===== config.mk =====
export PLATFORM = sky130hd
export DESIGN_NAME = mcc_cycle_ctrl
export DESIGN_NICKNAME = d
export VERILOG_FILES = /design/src/hdl/mcc_pkg.sv /design/src/hdl/mcc_phase_gen.sv /design/src/hdl/mcc_cycle_ctrl.sv
export VERILOG_INCLUDE_DIRS = /design/src /design/src/hdl
export SDC_FILE = /design/constraint.sdc
export NUM_CORES = 1
export LEC_CHECK = 0
export BUFFER_PORTS_ARGS = -buffer_cell sky130_fd_sc_hd__buf_4
export CAP_MARGIN = 20
export CORE_UTILIZATION = 45
export CTS_CLUSTER_DIAMETER = 40
export DETAILED_ROUTE_END_ITERATION = 10
export HOLD_SLACK_MARGIN = 0.06
export PLACE_DENSITY = 0.74
export SYNTH_ARGS = -nofsm -noshare
export SYNTH_HDL_FRONTEND = slang
export SYNTH_SLANG_ARGS = --single-unit

===== constraint.sdc =====
create_clock -name core_clk -period 2.7 [get_ports core_clk]
set_input_delay 0.405 -clock core_clk [delete_from_list [all_inputs] [get_ports core_clk]]
set_output_delay 0.405 -clock core_clk [all_outputs]
set_load 0.01 [all_outputs]

===== src/hdl/mcc_consts.svh =====
// Constants of the memory cycle control block
`ifndef MCC_CONSTS_SVH
`define MCC_CONSTS_SVH

// Vector byte addresses of the reset and load traps
`define MCC_RST_WP_ADDR 16'h0000
`define MCC_RST_PC_ADDR 16'h0002
`define MCC_NMI_WP_ADDR 16'hFFFC
`define MCC_NMI_PC_ADDR 16'hFFFE

// Status value set by the reset trap
`define MCC_STATUS_CLEAR 16'h0000

// Core clock period and core clocks per processor clock half
`define MCC_CLK_PERIOD_NS 8
`define MCC_HALF_CYCLES 1

`endif


===== src/hdl/mcc_pkg.sv =====
// Types of the memory cycle control block
package mcc_pkg;

    // Memory bus cycle states
    typedef enum logic [1:0] {
        MCC_BUS_IDLE = 2'b00,
        MCC_BUS_ADDR = 2'b01,
        MCC_BUS_WAIT = 2'b10,
        MCC_BUS_DATA = 2'b11
    } mcc_bus_state_t;

    // Trap vector fetch states
    typedef enum logic [1:0] {
        MCC_TRAP_NONE = 2'b00,
        MCC_TRAP_WP = 2'b01,
        MCC_TRAP_PC = 2'b10
    } mcc_trap_state_t;

endpackage


===== src/hdl/mcc_phase_gen.sv =====
// Processor clock edge ticks derived from the core clock
`timescale 1ns/1ps
`include "mcc_consts.svh"
module mcc_phase_gen #(
    parameter int HALF_CYCLES = `MCC_HALF_CYCLES
) (
    input wire logic core_clk,
    input wire logic reset_n,
    output logic rise_tick,
    output logic fall_tick
);
    import mcc_pkg::*;

    localparam int CNT_W = (HALF_CYCLES > 1) ? $clog2(HALF_CYCLES) : 1;

    // Refuse a half period shorter than one core clock
    if (HALF_CYCLES < 1) begin : g_bad_half
        $error("mcc_phase_gen: HALF_CYCLES must be at least 1");
    end

    logic [CNT_W-1:0] cnt_reg;
    logic high_reg;
    logic half_end;

    // A half ends on the last core clock of the count
    assign half_end = (cnt_reg == CNT_W'(HALF_CYCLES - 1));
    assign rise_tick = half_end & ~high_reg;
    assign fall_tick = half_end & high_reg;

    // Half period counter and level of the processor clock
    always_ff @(posedge core_clk or negedge reset_n) begin
        if (!reset_n) begin
            cnt_reg <= '0;
            high_reg <= 1'b0;
        end else if (half_end) begin
            cnt_reg <= '0;
            high_reg <= ~high_reg;
        end else begin
            cnt_reg <= cnt_reg + CNT_W'(1);
        end
    end

endmodule // mcc_phase_gen


===== src/hdl/mcc_cycle_ctrl.sv =====
// Memory bus cycle sequencer with reset and load trap entry
//
// Contract
// - Not ready in a memory cycle enters a wait and holds progress.
// - Wait flag stays high for the whole memory wait state.
// - Fetch flag high in instruction fetch cycles, low in all others.
// - Cycle end low announces a new machine cycle at next rise.
// - Load trap loads workspace and counter from FFFC and FFFE.
// - Load trap starts only once the current instruction completes.
// - Load trap input also ends an idle state.
// - Load trap held during reset is taken after the reset trap.
// - During reset, write strobe and serial strobe stay inactive.
// - Reset release runs trap from 0000 and 0002, then first fetch.
// - Reset trap clears every status bit.
// - Memory enable goes low with a valid address.
// - Read raises input direction with the address; write strobe high.
// - Fetch flag rises with memory enable in a fetch read.
// - Read end drops memory enable and input direction together.
// - Bus leaves input direction at read end, together with memory enable.
// - Write strobe low at first fall after enable; direction stays low.
// - Write end drops write strobe and memory enable together.
// - Ready sampled at first rise after enable; low means wait.
// - First rise with ready high ends the wait; cycle completes.
// - Serial strobe pulses to mark serial data.
`timescale 1ns/1ps
`include "mcc_consts.svh"
module mcc_cycle_ctrl #(
    parameter int HALF_CYCLES = `MCC_HALF_CYCLES
) (
    input wire logic core_clk,
    input wire logic reset_n,
    input wire logic ready,
    input wire logic nonmaskable_trap_n,
    input wire logic [15:0] data_in,
    output logic [15:0] data_out,
    output logic data_oe,
    output logic [14:0] address_lines,
    output logic memory_enable_n,
    output logic data_bus_input_dir,
    output logic write_strobe_n,
    output logic instruction_fetch_flag,
    output logic machine_cycle_end_n,
    output logic wait_state_flag,
    output logic serial_io_strobe,
    output logic serial_data_out,
    input wire logic core_req_valid,
    input wire logic core_req_write,
    input wire logic core_req_fetch,
    input wire logic [14:0] core_req_addr,
    input wire logic [15:0] core_req_wdata,
    output logic core_req_ready,
    output logic core_rsp_valid,
    output logic [15:0] core_rsp_data,
    output logic core_stall,
    input wire logic core_insn_boundary,
    input wire logic core_idle,
    input wire logic core_cru_valid,
    input wire logic [14:0] core_cru_addr,
    input wire logic core_cru_bit,
    output logic core_cru_ready,
    input wire logic core_status_load,
    input wire logic [15:0] core_status_in,
    output logic [15:0] status_reg,
    output logic [15:0] workspace_pointer,
    output logic [15:0] program_counter,
    output logic trap_active,
    output logic trap_done
);
    import mcc_pkg::*;

    // ------------------------------------------------
    // Processor clock edges
    // ------------------------------------------------

    logic rise_tick;
    logic fall_tick;

    // Edge ticks of the processor clock
    mcc_phase_gen #(
        .HALF_CYCLES(HALF_CYCLES)
    ) u_phase (
        .core_clk(core_clk),
        .reset_n(reset_n),
        .rise_tick(rise_tick),
        .fall_tick(fall_tick)
    );

    // ------------------------------------------------
    // State
    // ------------------------------------------------

    mcc_bus_state_t bus_reg;
    mcc_bus_state_t bus_next;
    mcc_trap_state_t trap_reg;
    mcc_trap_state_t trap_next;
    logic [14:0] addr_reg;
    logic [15:0] wdata_reg;
    logic write_reg;
    logic fetch_reg;
    logic src_trap_reg;
    logic we_armed_reg;
    logic nmi_base_reg;
    logic reset_pend_reg;
    logic nmi_pend_reg;
    logic [1:0] cru_reg;
    logic cru_bit_reg;
    logic rsp_valid_reg;
    logic [15:0] rsp_data_reg;
    logic [15:0] wp_reg;
    logic [15:0] pc_reg;
    logic [15:0] st_reg;
    logic done_reg;

    // ------------------------------------------------
    // Arbitration of bus and traps
    // ------------------------------------------------

    logic bus_idle;
    logic bus_busy;
    logic trap_none;
    logic core_free;
    logic nmi_ok;
    logic take_reset;
    logic take_nmi;
    logic trap_issue;
    logic core_issue;
    logic cru_issue;
    logic start;
    logic cycle_done;
    logic [15:0] vec_addr;

    // Idle bus and no trap or serial transfer under way
    assign bus_idle = (bus_reg == MCC_BUS_IDLE);
    assign bus_busy = ~bus_idle;
    assign trap_none = (trap_reg == MCC_TRAP_NONE);
    assign core_free = rise_tick & bus_idle & trap_none
                       & ~reset_pend_reg & (cru_reg == 2'b00);

    // Load trap waits for an instruction bound or idle
    assign nmi_ok = nmi_pend_reg & (core_insn_boundary | core_idle);
    assign take_reset = rise_tick & bus_idle & trap_none
                        & reset_pend_reg;
    assign take_nmi = core_free & nmi_ok;

    // Core work only when no trap wants the bus
    assign core_req_ready = core_free & ~nmi_ok;
    assign core_cru_ready = core_free & ~nmi_ok & ~core_req_valid;
    assign core_issue = core_req_valid & core_req_ready;
    assign cru_issue = core_cru_valid & core_cru_ready;

    // Vector fetches go out on their own rising edges
    assign trap_issue = rise_tick & bus_idle & ~trap_none;
    assign start = trap_issue | core_issue;
    assign cycle_done = rise_tick & (bus_reg == MCC_BUS_DATA);

    // Vector address from trap kind and step
    assign vec_addr = nmi_base_reg
        ? ((trap_reg == MCC_TRAP_WP) ? `MCC_NMI_WP_ADDR
                                     : `MCC_NMI_PC_ADDR)
        : ((trap_reg == MCC_TRAP_WP) ? `MCC_RST_WP_ADDR
                                     : `MCC_RST_PC_ADDR);

    // ------------------------------------------------
    // Bus cycle sequencer
    // ------------------------------------------------

    // Next bus state, moved only on processor rising edges
    always_comb begin
        bus_next = bus_reg;
        if (rise_tick) begin
            case (bus_reg)
                MCC_BUS_IDLE: begin
                    if (start) begin
                        bus_next = MCC_BUS_ADDR;
                    end
                end
                MCC_BUS_ADDR: begin
                    // First rise after enable samples ready
                    bus_next = ready ? MCC_BUS_DATA
                                     : MCC_BUS_WAIT;
                end
                MCC_BUS_WAIT: begin
                    // Every rise in a wait samples ready again
                    bus_next = ready ? MCC_BUS_DATA
                                     : MCC_BUS_WAIT;
                end
                MCC_BUS_DATA: begin
                    bus_next = MCC_BUS_IDLE;
                end
                default: begin
                    bus_next = MCC_BUS_IDLE;
                end
            endcase
        end
    end

    // Bus state register
    always_ff @(posedge core_clk or negedge reset_n) begin
        if (!reset_n) begin
            bus_reg <= MCC_BUS_IDLE;
        end else begin
            bus_reg <= bus_next;
        end
    end

    // Address and cycle kind held steady through any wait
    always_ff @(posedge core_clk or negedge reset_n) begin
        if (!reset_n) begin
            addr_reg <= 15'h0000;
            wdata_reg <= 16'h0000;
            write_reg <= 1'b0;
            fetch_reg <= 1'b0;
            src_trap_reg <= 1'b0;
        end else if (trap_issue) begin
            addr_reg <= vec_addr[15:1];
            write_reg <= 1'b0;
            fetch_reg <= 1'b0;
            src_trap_reg <= 1'b1;
        end else if (core_issue) begin
            addr_reg <= core_req_addr;
            wdata_reg <= core_req_wdata;
            write_reg <= core_req_write;
            fetch_reg <= core_req_fetch;
            src_trap_reg <= 1'b0;
        end else if (cru_issue) begin
            addr_reg <= core_cru_addr;
        end
    end

    // Write strobe armed at the first fall after enable
    always_ff @(posedge core_clk or negedge reset_n) begin
        if (!reset_n) begin
            we_armed_reg <= 1'b0;
        end else if (cycle_done) begin
            we_armed_reg <= 1'b0;
        end else if (fall_tick & write_reg & bus_busy) begin
            we_armed_reg <= 1'b1;
        end
    end

    // ------------------------------------------------
    // Memory pins
    // ------------------------------------------------

    // Enable and address appear together for every cycle
    assign memory_enable_n = ~bus_busy;
    assign address_lines = addr_reg;
    // Reads only; dropped with the enable at cycle end
    assign data_bus_input_dir = bus_busy & ~write_reg;
    assign write_strobe_n = ~(bus_busy & write_reg & we_armed_reg);
    assign instruction_fetch_flag = bus_busy & fetch_reg;
    // Drive data only from a fall inside a write
    assign data_oe = we_armed_reg;
    assign data_out = wdata_reg;
    // Last clock of a cycle, or a clock with no memory cycle
    assign machine_cycle_end_n =
        ~((bus_reg == MCC_BUS_DATA) | bus_idle);
    assign wait_state_flag = (bus_reg == MCC_BUS_WAIT);
    assign core_stall = (bus_reg == MCC_BUS_WAIT);

    // ------------------------------------------------
    // Read answer to the core
    // ------------------------------------------------

    // Data taken at the rise that closes the cycle
    always_ff @(posedge core_clk or negedge reset_n) begin
        if (!reset_n) begin
            rsp_valid_reg <= 1'b0;
            rsp_data_reg <= 16'h0000;
        end else begin
            rsp_valid_reg <= cycle_done & ~src_trap_reg;
            if (cycle_done & ~write_reg) begin
                rsp_data_reg <= data_in;
            end
        end
    end

    assign core_rsp_valid = rsp_valid_reg;
    assign core_rsp_data = rsp_data_reg;

    // ------------------------------------------------
    // Trap sequencer
    // ------------------------------------------------

    // Workspace vector first, then counter vector
    always_comb begin
        trap_next = trap_reg;
        case (trap_reg)
            MCC_TRAP_NONE: begin
                if (take_reset | take_nmi) begin
                    trap_next = MCC_TRAP_WP;
                end
            end
            MCC_TRAP_WP: begin
                if (cycle_done & src_trap_reg) begin
                    trap_next = MCC_TRAP_PC;
                end
            end
            MCC_TRAP_PC: begin
                if (cycle_done & src_trap_reg) begin
                    trap_next = MCC_TRAP_NONE;
                end
            end
            default: begin
                trap_next = MCC_TRAP_NONE;
            end
        endcase
    end

    // Trap state and kind of vector pair
    always_ff @(posedge core_clk or negedge reset_n) begin
        if (!reset_n) begin
            trap_reg <= MCC_TRAP_NONE;
            nmi_base_reg <= 1'b0;
        end else begin
            trap_reg <= trap_next;
            if (trap_none & (take_reset | take_nmi)) begin
                nmi_base_reg <= ~reset_pend_reg;
            end
        end
    end

    // Reset trap owed from release; load request kept until taken
    always_ff @(posedge core_clk or negedge reset_n) begin
        if (!reset_n) begin
            reset_pend_reg <= 1'b1;
            nmi_pend_reg <= 1'b0;
        end else begin
            if (take_reset) begin
                reset_pend_reg <= 1'b0;
            end
            // A low input wins over the clear of a taken trap
            if (!nonmaskable_trap_n) begin
                nmi_pend_reg <= 1'b1;
            end else if (take_nmi) begin
                nmi_pend_reg <= 1'b0;
            end
        end
    end

    // Vectors loaded as their reads close
    always_ff @(posedge core_clk or negedge reset_n) begin
        if (!reset_n) begin
            wp_reg <= 16'h0000;
            pc_reg <= 16'h0000;
            done_reg <= 1'b0;
        end else begin
            done_reg <= 1'b0;
            if (cycle_done & src_trap_reg) begin
                if (trap_reg == MCC_TRAP_WP) begin
                    wp_reg <= data_in;
                end else begin
                    pc_reg <= data_in;
                    done_reg <= 1'b1;
                end
            end
        end
    end

    // Status cleared on reset trap entry, else loaded by the core
    always_ff @(posedge core_clk or negedge reset_n) begin
        if (!reset_n) begin
            st_reg <= `MCC_STATUS_CLEAR;
        end else if (take_reset) begin
            st_reg <= `MCC_STATUS_CLEAR;
        end else if (core_status_load) begin
            st_reg <= core_status_in;
        end
    end

    assign workspace_pointer = wp_reg;
    assign program_counter = pc_reg;
    assign status_reg = st_reg;
    assign trap_active = ~trap_none | reset_pend_reg;
    assign trap_done = done_reg;

    // ------------------------------------------------
    // Serial bit strobe
    // ------------------------------------------------

    // Address clock, then strobe clock, then back to idle
    always_ff @(posedge core_clk or negedge reset_n) begin
        if (!reset_n) begin
            cru_reg <= 2'b00;
            cru_bit_reg <= 1'b0;
        end else if (cru_issue) begin
            cru_reg <= 2'b01;
            cru_bit_reg <= core_cru_bit;
        end else if (rise_tick & (cru_reg != 2'b00)) begin
            cru_reg <= (cru_reg == 2'b01) ? 2'b10 : 2'b00;
        end
    end

    // High for the whole second processor clock
    assign serial_io_strobe = (cru_reg == 2'b10);
    assign serial_data_out = cru_bit_reg;

endmodule // mcc_cycle_ctrl


==> impl_metrics.env, run 1 <==
export IMPL_layout_commonest_cell="buf_4"
export IMPL_grt_pass1_wl_um=17630
export IMPL_finalNetCount=676
export IMPL_setup_viol=0
export IMPL_power_net_switching_uw=2017
export IMPL_intPower_uw=4161
export IMPL_drv_cap=0
export IMPL_reg2reg_slack_ns=0.36
export IMPL_syn_area_per_cell_um2=12.22
export IMPL_cts_sinks=112
export IMPL_max_freq_mhz=397.1
export IMPL_hp_class="primary input to flop"
export IMPL_slew_violations=0
export IMPL_io_pins=200
export IMPL_leakagePower_uw=0.003280
export IMPL_num_rows=36
export IMPL_use_met2_pct=37.79
export IMPL_cts_buffer_depth=2
export IMPL_max_slew_worst_pin_slew_ns=0.5908
export IMPL_synthArstFlopShare_pct=100.0
export IMPL_synthFlopType="dfrtp_1"
export IMPL_grt_pass1_vias=3578
export IMPL_yosysWarnings=0
export IMPL_use_met1_pct=27.00
export IMPL_power_density_nw_per_um2=948.1
export IMPL_wire_per_inst_um=15.87
export IMPL_cts_tree="built"
export IMPL_sw_frac_of_total_pct=32.66
export IMPL_die_y_um=103.3
export IMPL_synth_seq_cells=112
export IMPL_dr_pass1_iters=4
export IMPL_routed_wirelength_um=11440
export IMPL_antenna_left=0
export IMPL_core_area_um2=9864
export IMPL_drc_errors=0
export IMPL_synth_area_um2=4618
export IMPL_relSlewSlack_pct=60.62
export IMPL_insertion_delay_ns=0.38
export IMPL_place_area_um2=6272
export IMPL_final_cell_mix="buf_4 (213), dfrtp_1 (111), nand2_1 (64)"
export IMPL_hold_violations=0
export IMPL_grt_start_max_net_pins=83
export IMPL_clockPowerShare_pct=17.0
export IMPL_dpl_hpwl_um=8402
export IMPL_power_frac_seq_pct=44.3
export IMPL_crit_slowest_cell="dfrtp_1"
export IMPL_start_util_pct=46.82
export IMPL_grt_remaining_overflow=0
export IMPL_clkTransAtPathRegs_ns=0.11
export IMPL_period_needed_ns=2.518
export IMPL_avgViaCountPerCell=5.042
export IMPL_regToRegStartpoint="bus_reg[0]"
export IMPL_ctsResizeCount=0
export IMPL_hold_start="nonmaskable_trap_n"
export IMPL_port_buffers=199
export IMPL_vdd_drop_max_v=0.0006409
export IMPL_syn_inst=378
export IMPL_cp_data_required_time_ns=2.30
export IMPL_synthesis_nets=471
export IMPL_crit_arrival_ns=2.11
export IMPL_die_w_um=103.3
export IMPL_synth_edf_count=0
export IMPL_comb_power_share_pct=38.7
export IMPL_stdcell_area_um2=6516
export IMPL_rsz0062_at_grt="no"
export IMPL_max_stage_delay_ns=0.40
export IMPL_dieArea_um2=10670
export IMPL_initialDrtViolationCount=128
export IMPL_layout_drive_gt1_share_pct=48.81
export IMPL_cp_end_kind="output pin"
export IMPL_start_kind="flop"
export IMPL_crit_start="bus_reg[0]"
export IMPL_fin_tns_setup_ns=0
export IMPL_critical_path_top_delay_family="simple AND/OR/NAND/NOR gates"
export IMPL_use_met3_pct=4.973
export IMPL_area_delta_synth_final_pct=41.10
export IMPL_antenna_cells=0
export IMPL_crit_chain="inv_1 -> ha_1 -> nor4b_4 -> nand3_1 -> nor2_1 -> buf_4"
export IMPL_vias=3635
export IMPL_worstSetupPathType="flop to output pin"
export IMPL_seq_area_frac_synth_pct=60.72
export IMPL_crit_path_max_fanout=7
export IMPL_root_buffer="clkbuf_8"
export IMPL_post_synth_num_cell_types=37
export IMPL_fin_crit_sh_pct=93.27
export IMPL_cts_buffers=9
export IMPL_worst_path_buf_inv=2
export IMPL_gp_congestion=0.7914
export IMPL_track_usage_pct=22.02
export IMPL_antenna_found_initial=0
export IMPL_busiest_layer="met2"
export IMPL_worst_clock_skew_ns=0.005276
export IMPL_status="completed"
export IMPL_cts_htree_levels=3
final timing paths:
path,depth (start not counted),end
worst max register to register,8,address_lines[7]
worst min register to register,2,data_out[7]
worst min-delay path,2,nmi_pend_reg
min in group asynchronous,2,program_counter[4]
worst max-delay path,6,core_cru_ready
max in group asynchronous,3,status_reg[7]
metrics by stage:
stage               power (µW)  util (%)  setup WS (ns)  std cells  hold WS, ns
finish                    6178     66.06         0.1818        721       0.1815
global route              6550     66.06       0.007061        721       0.1607
CTS                       6247     65.83        0.05871        718       0.1631
detailed placement        5175     63.58         0.4179        701       0.3567
global placement          5113     63.58         0.5422        701       0.3550
floorplan                 3755         -         0.6197        378       0.1094
timing repair:
item | in CTS | in global routing
setup buffers | 0 | 3
endpoints found under the setup margin | 0 | 2
hold buffers | 1 | 0
hold endpoints to repair | 30 | 0
synth_stat cells (4+ instances only):
cell type | count | area, µm²
a21oi_1 | 16 | 80.08
a2bb2oi_1 | 14 | 122.6
buf_2 | 9 | 45.04
clkbuf_1 | 6 | 22.52
dfrtp_1 | 111 | 2778
inv_1 | 10 | 37.54
mux2_2 | 49 | 551.8
mux2i_1 | 17 | 170.2
nand2_1 | 64 | 240.2
nand3_1 | 4 | 20.02
nor2_1 | 23 | 86.33
nor2b_1 | 5 | 31.28
o211ai_1 | 14 | 105.1
o21ai_0 | 7 | 35.03
cell families (layout without fill, tap and decap cells):
kind of cell	after synthesis	in the layout	share of synthesized area, %
compound gates	61	61	9.130
flops	112	112	60.72
simple gates	104	104	10.21
buf+inv	31	241	3.170
fa+ha+maj	3	3	0.8129
mux	67	67	15.96
layer usage:
metal,vias to the layer above,part of all wire [%]
li1,1713,-
met1,1793,39
met2,113,54
met3,16,5.4
met4,0,1.9
met5,-,0
power by group through the flow:
stage	combinational [µW]	sequential, µW	clock, µW
2_1_floorplan	764	2990	0
3_3_place_gp	2370	2740	0
3_5_place_dp	2410	2760	0
4_1_cts	2420	2740	1090
5_1_grt	2580	2820	1150
6_report	2390	2730	1050
cell type report:
class	instances	area (µm²)
fill	797	3348
sequential	112	2804
multi-input combinational	235	1668
timing repair buffer	215	1629
tap	133	166.4
clock buffer	9	123.9
clock inverter	7	87.58
inverter	10	37.54
Note: power is estimated with default switching activity, not from simulation.
==> run 2, diff against run 1 <==
--- a/config.mk
+++ b/config.mk
@@ -13,6 +13,7 @@
 export DETAILED_ROUTE_END_ITERATION = 10
 export HOLD_SLACK_MARGIN = 0.06
 export PLACE_DENSITY = 0.74
+export REMOVE_ABC_BUFFERS = 1
 export SYNTH_ARGS = -nofsm -noshare
 export SYNTH_HDL_FRONTEND = slang
 export SYNTH_SLANG_ARGS = --single-unit
==> constraint.sdc (replaced) <==
create_clock -name core_clk -period 2.6 [get_ports core_clk]
set_input_delay 0.39 -clock core_clk [delete_from_list [all_inputs] [get_ports core_clk]]
set_output_delay 0.39 -clock core_clk [all_outputs]
set_load 0.01 [all_outputs]
==> run 2 against run 1 <==
Compared with the run above: sequential share of layout area is 0.11 points lower; global-route usage down 0.61 points; first-iteration DRC count increased by 27%; final cell count rose by 0.14%; non-clock buffer count increased by 1; critical path depth unchanged; core utilization rose by 0.16 points; die area unchanged; register-to-register slack got worse by 0.04 ns; clock power about the same; worst setup slack better by 0.011 ns; critical path type unchanged; total power grew 3.3%; critical endpoint unchanged.
==> impl_metrics.env, run 2 (synthesis gave the netlist of run 1 again) <==
export IMPL_status="completed"
export IMPL_initialDrtViolationCount=163
export IMPL_hold_violations=0
export IMPL_io_pins=200
export IMPL_layout_commonest_cell="buf_4"
export IMPL_finalNetCount=677
export IMPL_vdd_drop_max_v=0.0005926
export IMPL_crit_arrival_ns=2.02
export IMPL_grt_pass1_wl_um=17240
export IMPL_n_fill_cell=768
export IMPL_comb_power_share_pct=38.9
export IMPL_root_buffer="clkbuf_8"
export IMPL_dieArea_um2=10670
export IMPL_dp_cells=703
export IMPL_max_freq_mhz=415.5
export IMPL_grt_start_max_net_pins=50
export IMPL_start_kind="flop"
export IMPL_grt_pass1_vias=3523
export IMPL_die_y_um=103.3
export IMPL_cts_buffers=9
export IMPL_slew_violations=0
export IMPL_layout_cells_non_filler=722
export IMPL_relSlewSlack_pct=61.30
export IMPL_power_frac_seq_pct=44.5
export IMPL_leakagePower_uw=0.003285
export IMPL_antenna_cells=0
export IMPL_cts_buffer_depth=2
export IMPL_max_slew_worst_pin_slew_ns=0.5805
export IMPL_period_needed_ns=2.407
export IMPL_insertion_delay_ns=0.36
export IMPL_grt_remaining_overflow=0
export IMPL_routed_wirelength_um=11270
export IMPL_sw_frac_of_total_pct=32.15
export IMPL_port_buffers=199
export IMPL_num_rows=36
export IMPL_wire_per_inst_um=15.61
export IMPL_gp_congestion=0.7378
export IMPL_power_density_nw_per_um2=977.1
export IMPL_dpl_hpwl_um=8490
export IMPL_clockPowerShare_pct=16.5
export IMPL_vias=3629
export IMPL_crit_path_max_fanout=7
export IMPL_whs_ns=0.1778
export IMPL_drv_cap=0
export IMPL_worst_clock_skew_ns=0.01076
export IMPL_clkTransAtPathRegs_ns=0.10
export IMPL_layout_drive_gt1_share_pct=49.24
export IMPL_critical_path_top_delay_family="simple AND/OR/NAND/NOR gates"
export IMPL_cts_sinks=112
export IMPL_avgViaCountPerCell=5.026
export IMPL_cts_tree="built"
export IMPL_setup_viol=0
export IMPL_cp_end_kind="output pin"
export IMPL_worst_path_buf_inv=2
export IMPL_post_route_util_pct=66.22
export IMPL_max_stage_delay_ns=0.40
export IMPL_crit_chain="inv_1 -> ha_1 -> nor4b_4 -> nand3_1 -> nor2_1 -> buf_4"
export IMPL_core_area_um2=9864
export IMPL_hp_class="primary input to flop"
export IMPL_rsz0062_at_grt="no"
export IMPL_worstSetupPathType="flop to output pin"
export IMPL_track_usage_pct=21.41
export IMPL_antenna_found_initial=0
export IMPL_intPower_uw=4331
export IMPL_dr_pass1_iters=4
export IMPL_drc_errors=0
export IMPL_start_util_pct=46.82
export IMPL_area_delta_synth_final_pct=41.45
export IMPL_power_net_switching_uw=2052
export IMPL_crit_slowest_cell="nor4b_4"
export IMPL_fin_crit_sh_pct=92.57
export IMPL_fin_tns_setup_ns=0
export IMPL_cp_data_required_time_ns=2.21
export IMPL_antenna_left=0
export IMPL_die_w_um=103.3
export IMPL_cts_htree_levels=3
export IMPL_final_cell_mix="buf_4 (214), dfrtp_1 (111), nand2_1 (64)"
## run 2: cell types whose count changed in the layout (fill, tap and decap cells not counted), moves of 2 or more
cell / change
inv_8: -3
clkinv_4: +2
nor2_1: -2
nor2_2: +2
## run 2: worst paths after layout
check	from	endpoint	slack (ns)	depth (start not counted)
worst max-delay path	bus_reg[0]	core_cru_ready	0.19	6
worst min-delay path	nonmaskable_trap_n	nmi_pend_reg	0.18	2
worst max register to register	bus_reg[0]	address_lines[9]	0.32	7
worst min register to register	reset_pend_reg	reset_pend_reg	0.48	2
max in group asynchronous	reset_n	core_rsp_data[9]	1.29	3
min in group asynchronous	reset_n	address_lines[4]	0.46	2
## run 2: power by group through the flow
stage | Sequential, µW | Combinational [µW] | Clock (µW)
final | 2840 | 2480 | 1060
after global routing | 2930 | 2690 | 1160
after CTS | 2850 | 2520 | 1090
after detailed placement | 2870 | 2520 | 0
after global placement | 2840 | 2470 | 0
after floorplan | 3120 | 752 | 0
## run 2: routing by layer
layer	vias up	wire, µm	global-route usage (%)
li1	1722	-	-
met1	1760	4551	26.92
met2	126	5808	35.74
met3	21	659	4.234
met4	0	248	10.18
met5	-	0	0
## run 2: layout make-up
cell class / count / area (µm²) / share of cell area (%)
clock inverter: 6 / 68.82 / 1.053
inverter: 10 / 37.54 / 0.5746
tap: 133 / 166.4 / 2.547
timing repair buffer: 216 / 1637 / 25.05
sequential: 112 / 2804 / 42.92
multi-input combinational: 235 / 1682 / 25.74
clock buffer: 10 / 137.6 / 2.107
## run 2: stage by stage
| stage | power, µW | instance area, µm² | setup slack (ns) |
|---|---|---|---|
| 2_1_floorplan | 3868 | 4509 | 0.1482 |
| 3_3_place_gp | 5315 | 6292 | 0.2102 |
| 3_5_place_dp | 5395 | 6292 | 0.05206 |
| 4_1_cts | 6457 | 6509 | 0.02713 |
| 5_1_grt | 6777 | 6533 | 0.03440 |
| 6_report | 6383 | 6533 | 0.1931 |
## run 2: timing repair
| action | CTS | global route |
|---|---|---|
| hold buffers | 1 | 0 |
| buffers inserted | 0 | 2 |
| resized for setup | 0 | 1 |
| setup endpoints to repair | 0 | 16 |
| hold endpoints to repair | 17 | 0 |
## run 2: worst reg2reg max path, stage by stage, from the launching register on
cell and delay, ns:
dfrtp_1 0.39, inv_1 0.10, ha_1 0.30, nor4b_4 0.40, buf_4 0.19, nand4_4 0.25, nand3_2 0.35, a2bb2oi_1 0.22
==> run 3, diff against run 2 <==
==> constraint.sdc (replaced) <==
create_clock -name core_clk -period 2.6 [get_ports core_clk]
set_input_delay 0.52 -clock core_clk [delete_from_list [all_inputs] [get_ports core_clk]]
set_output_delay 0.52 -clock core_clk [all_outputs]
set_load 0.01 [all_outputs]
==> run 3 against run 2 <==
Compared with the run above: clock skew down 0.0013 ns; via count rose by 0.83%; total power shrank 0.22%; global-route usage is 0.62 points higher; combinational power is essentially flat; worst hold slack worse by 0.088 ns; critical path depth is the same; flip-flop and latch count did not move; clock-buffer cell count shrank 1; highest routed layer unchanged.
==> impl_metrics.env, run 3 (synthesis gave the netlist of run 1 again) <==
export IMPL_grt_remaining_overflow=0
export IMPL_track_usage_pct=22.03
export IMPL_relSlewSlack_pct=60.17
export IMPL_slew_violations=0
export IMPL_dp_cells=704
export IMPL_cts_sinks=112
export IMPL_cp_data_required_time_ns=2.08
export IMPL_die_w_um=103.3
export IMPL_fin_crit_sh_pct=91.94
export IMPL_hp_class="primary input to async pin"
export IMPL_use_met3_pct=4.906
export IMPL_place_area_um2=6312
export IMPL_grt_start_max_net_pins=55
export IMPL_cts_htree_levels=3
export IMPL_max_slew_worst_pin_slew_ns=0.5974
export IMPL_use_met2_pct=36.97
export IMPL_use_met1_pct=27.57
export IMPL_worst_clock_skew_ns=0.009428
export IMPL_cts_tree="built"
export IMPL_clkTransAtPathRegs_ns=0.10
export IMPL_period_needed_ns=2.390
export IMPL_finalNetCount=676
export IMPL_antenna_cells=0
export IMPL_layout_cells_non_filler=721
export IMPL_routed_wirelength_um=11300
export IMPL_drv_cap=0
export IMPL_start_util_pct=46.82
export IMPL_power_density_nw_per_um2=976.5
export IMPL_io_pins=200
export IMPL_stdcell_area_um2=6523
export IMPL_vias=3659
export IMPL_cp_end_kind="output pin"
export IMPL_num_rows=36
export IMPL_leakagePower_uw=0.003272
export IMPL_dr_pass1_iters=6
export IMPL_die_y_um=103.3
export IMPL_max_freq_mhz=418.3
export IMPL_dpl_hpwl_um=8453
export IMPL_layout_commonest_cell="buf_4"
export IMPL_wire_per_inst_um=15.68
export IMPL_antenna_left=0
export IMPL_cts_buffer_depth=2
export IMPL_fin_tns_setup_ns=0
export IMPL_gp_congestion=0.7494
export IMPL_root_buffer="clkbuf_8"
export IMPL_rsz0062_at_grt="no"
export IMPL_initialDrtViolationCount=99
export IMPL_port_buffers=199
export IMPL_avgViaCountPerCell=5.075
export IMPL_vdd_drop_max_v=0.0007641
export IMPL_crit_path_max_fanout=7
export IMPL_grt_pass1_wl_um=17700
export IMPL_start_kind="flop"
export IMPL_dieArea_um2=10670
export IMPL_busiest_layer="met2"
export IMPL_crit_arrival_ns=1.87
export IMPL_worstSetupPathType="flop to output pin"
export IMPL_reg2reg_depth=8
export IMPL_final_cell_mix="buf_4 (213), dfrtp_1 (111), nand2_1 (64)"
export IMPL_drc_errors=0
export IMPL_layout_drive_gt1_share_pct=49.32
export IMPL_setup_viol=0
export IMPL_core_area_um2=9864
export IMPL_insertion_delay_ns=0.36
export IMPL_area_delta_synth_final_pct=41.24
export IMPL_ctsResizeCount=0
export IMPL_hold_violations=0
export IMPL_antenna_found_initial=0
export IMPL_grt_pass1_vias=3618
export IMPL_status="completed"
export IMPL_cts_buffers=9
[run 3: what timing repair did]
| item | 4_1_cts | 5_1_grt |
|---|---|---|
| setup buffers | 1 | 0 |
| hold buffers | 0 | 0 |
| endpoints found under the setup margin | 2 | 0 |
| hold endpoints to repair | 0 | 0 |
[run 3: power breakdown]
part	switching, µW	total (µW)	internal (µW)	leakage (µW)
Clock	587	1040	454	0.0000925
Sequential	430	2850	2420	0.00135
Combinational	1040	2480	1430	0.00183
Total	2060	6370	4310	0.00327
[run 3: final timing paths]
path / from / to / slack [ns]
setup / recovery: bus_reg[0] / core_cru_ready / 0.21
hold / removal: reset_n / address_lines[4] / 0.09
setup reg to reg: bus_reg[0] / address_lines[11] / 0.40
hold reg to reg: data_out[3] / data_out[3] / 0.49
max in group asynchronous: reset_n / core_rsp_data[7] / 1.80
min in group core_clk: nonmaskable_trap_n / nmi_pend_reg / 0.30
[run 3: critical path, cell delays in order, from the launching register on]
cell	delay, ns
dfrtp_1	0.40
inv_1	0.10
ha_1	0.29
nor4b_4	0.28
nand3_1	0.17
nor2_1	0.13
buf_4	0.13
[run 3: final cells by class]
cell class,count,area (µm²)
fill,772,3342
sequential,112,2804
multi-input combinational,235,1673
timing repair buffer,215,1639
tap,133,166.4
clock buffer,9,123.9
clock inverter,7,78.83
inverter,10,37.54
[run 3: routing by layer]
metal,vias up,routed length (µm)
met5,-,0
met4,0,242
met3,17,565
met2,113,5872
met1,1812,4621
li1,1717,-
[run 3: through the flow]
stage / util [%] / setup slack [ns] / total power [µW] / hold WS [ns]
2_1_floorplan: - / 0.1482 / 3868 / 0.2244
3_3_place_gp: 63.99 / 0.3860 / 5318 / 0.4622
3_5_place_dp: 63.99 / 0.3002 / 5395 / 0.4649
4_1_cts: 66.12 / 0.1829 / 6458 / 0.07945
5_1_grt: 66.12 / 0.03660 / 6769 / 0.09826
6_report: 66.12 / 0.2096 / 6369 / 0.09021
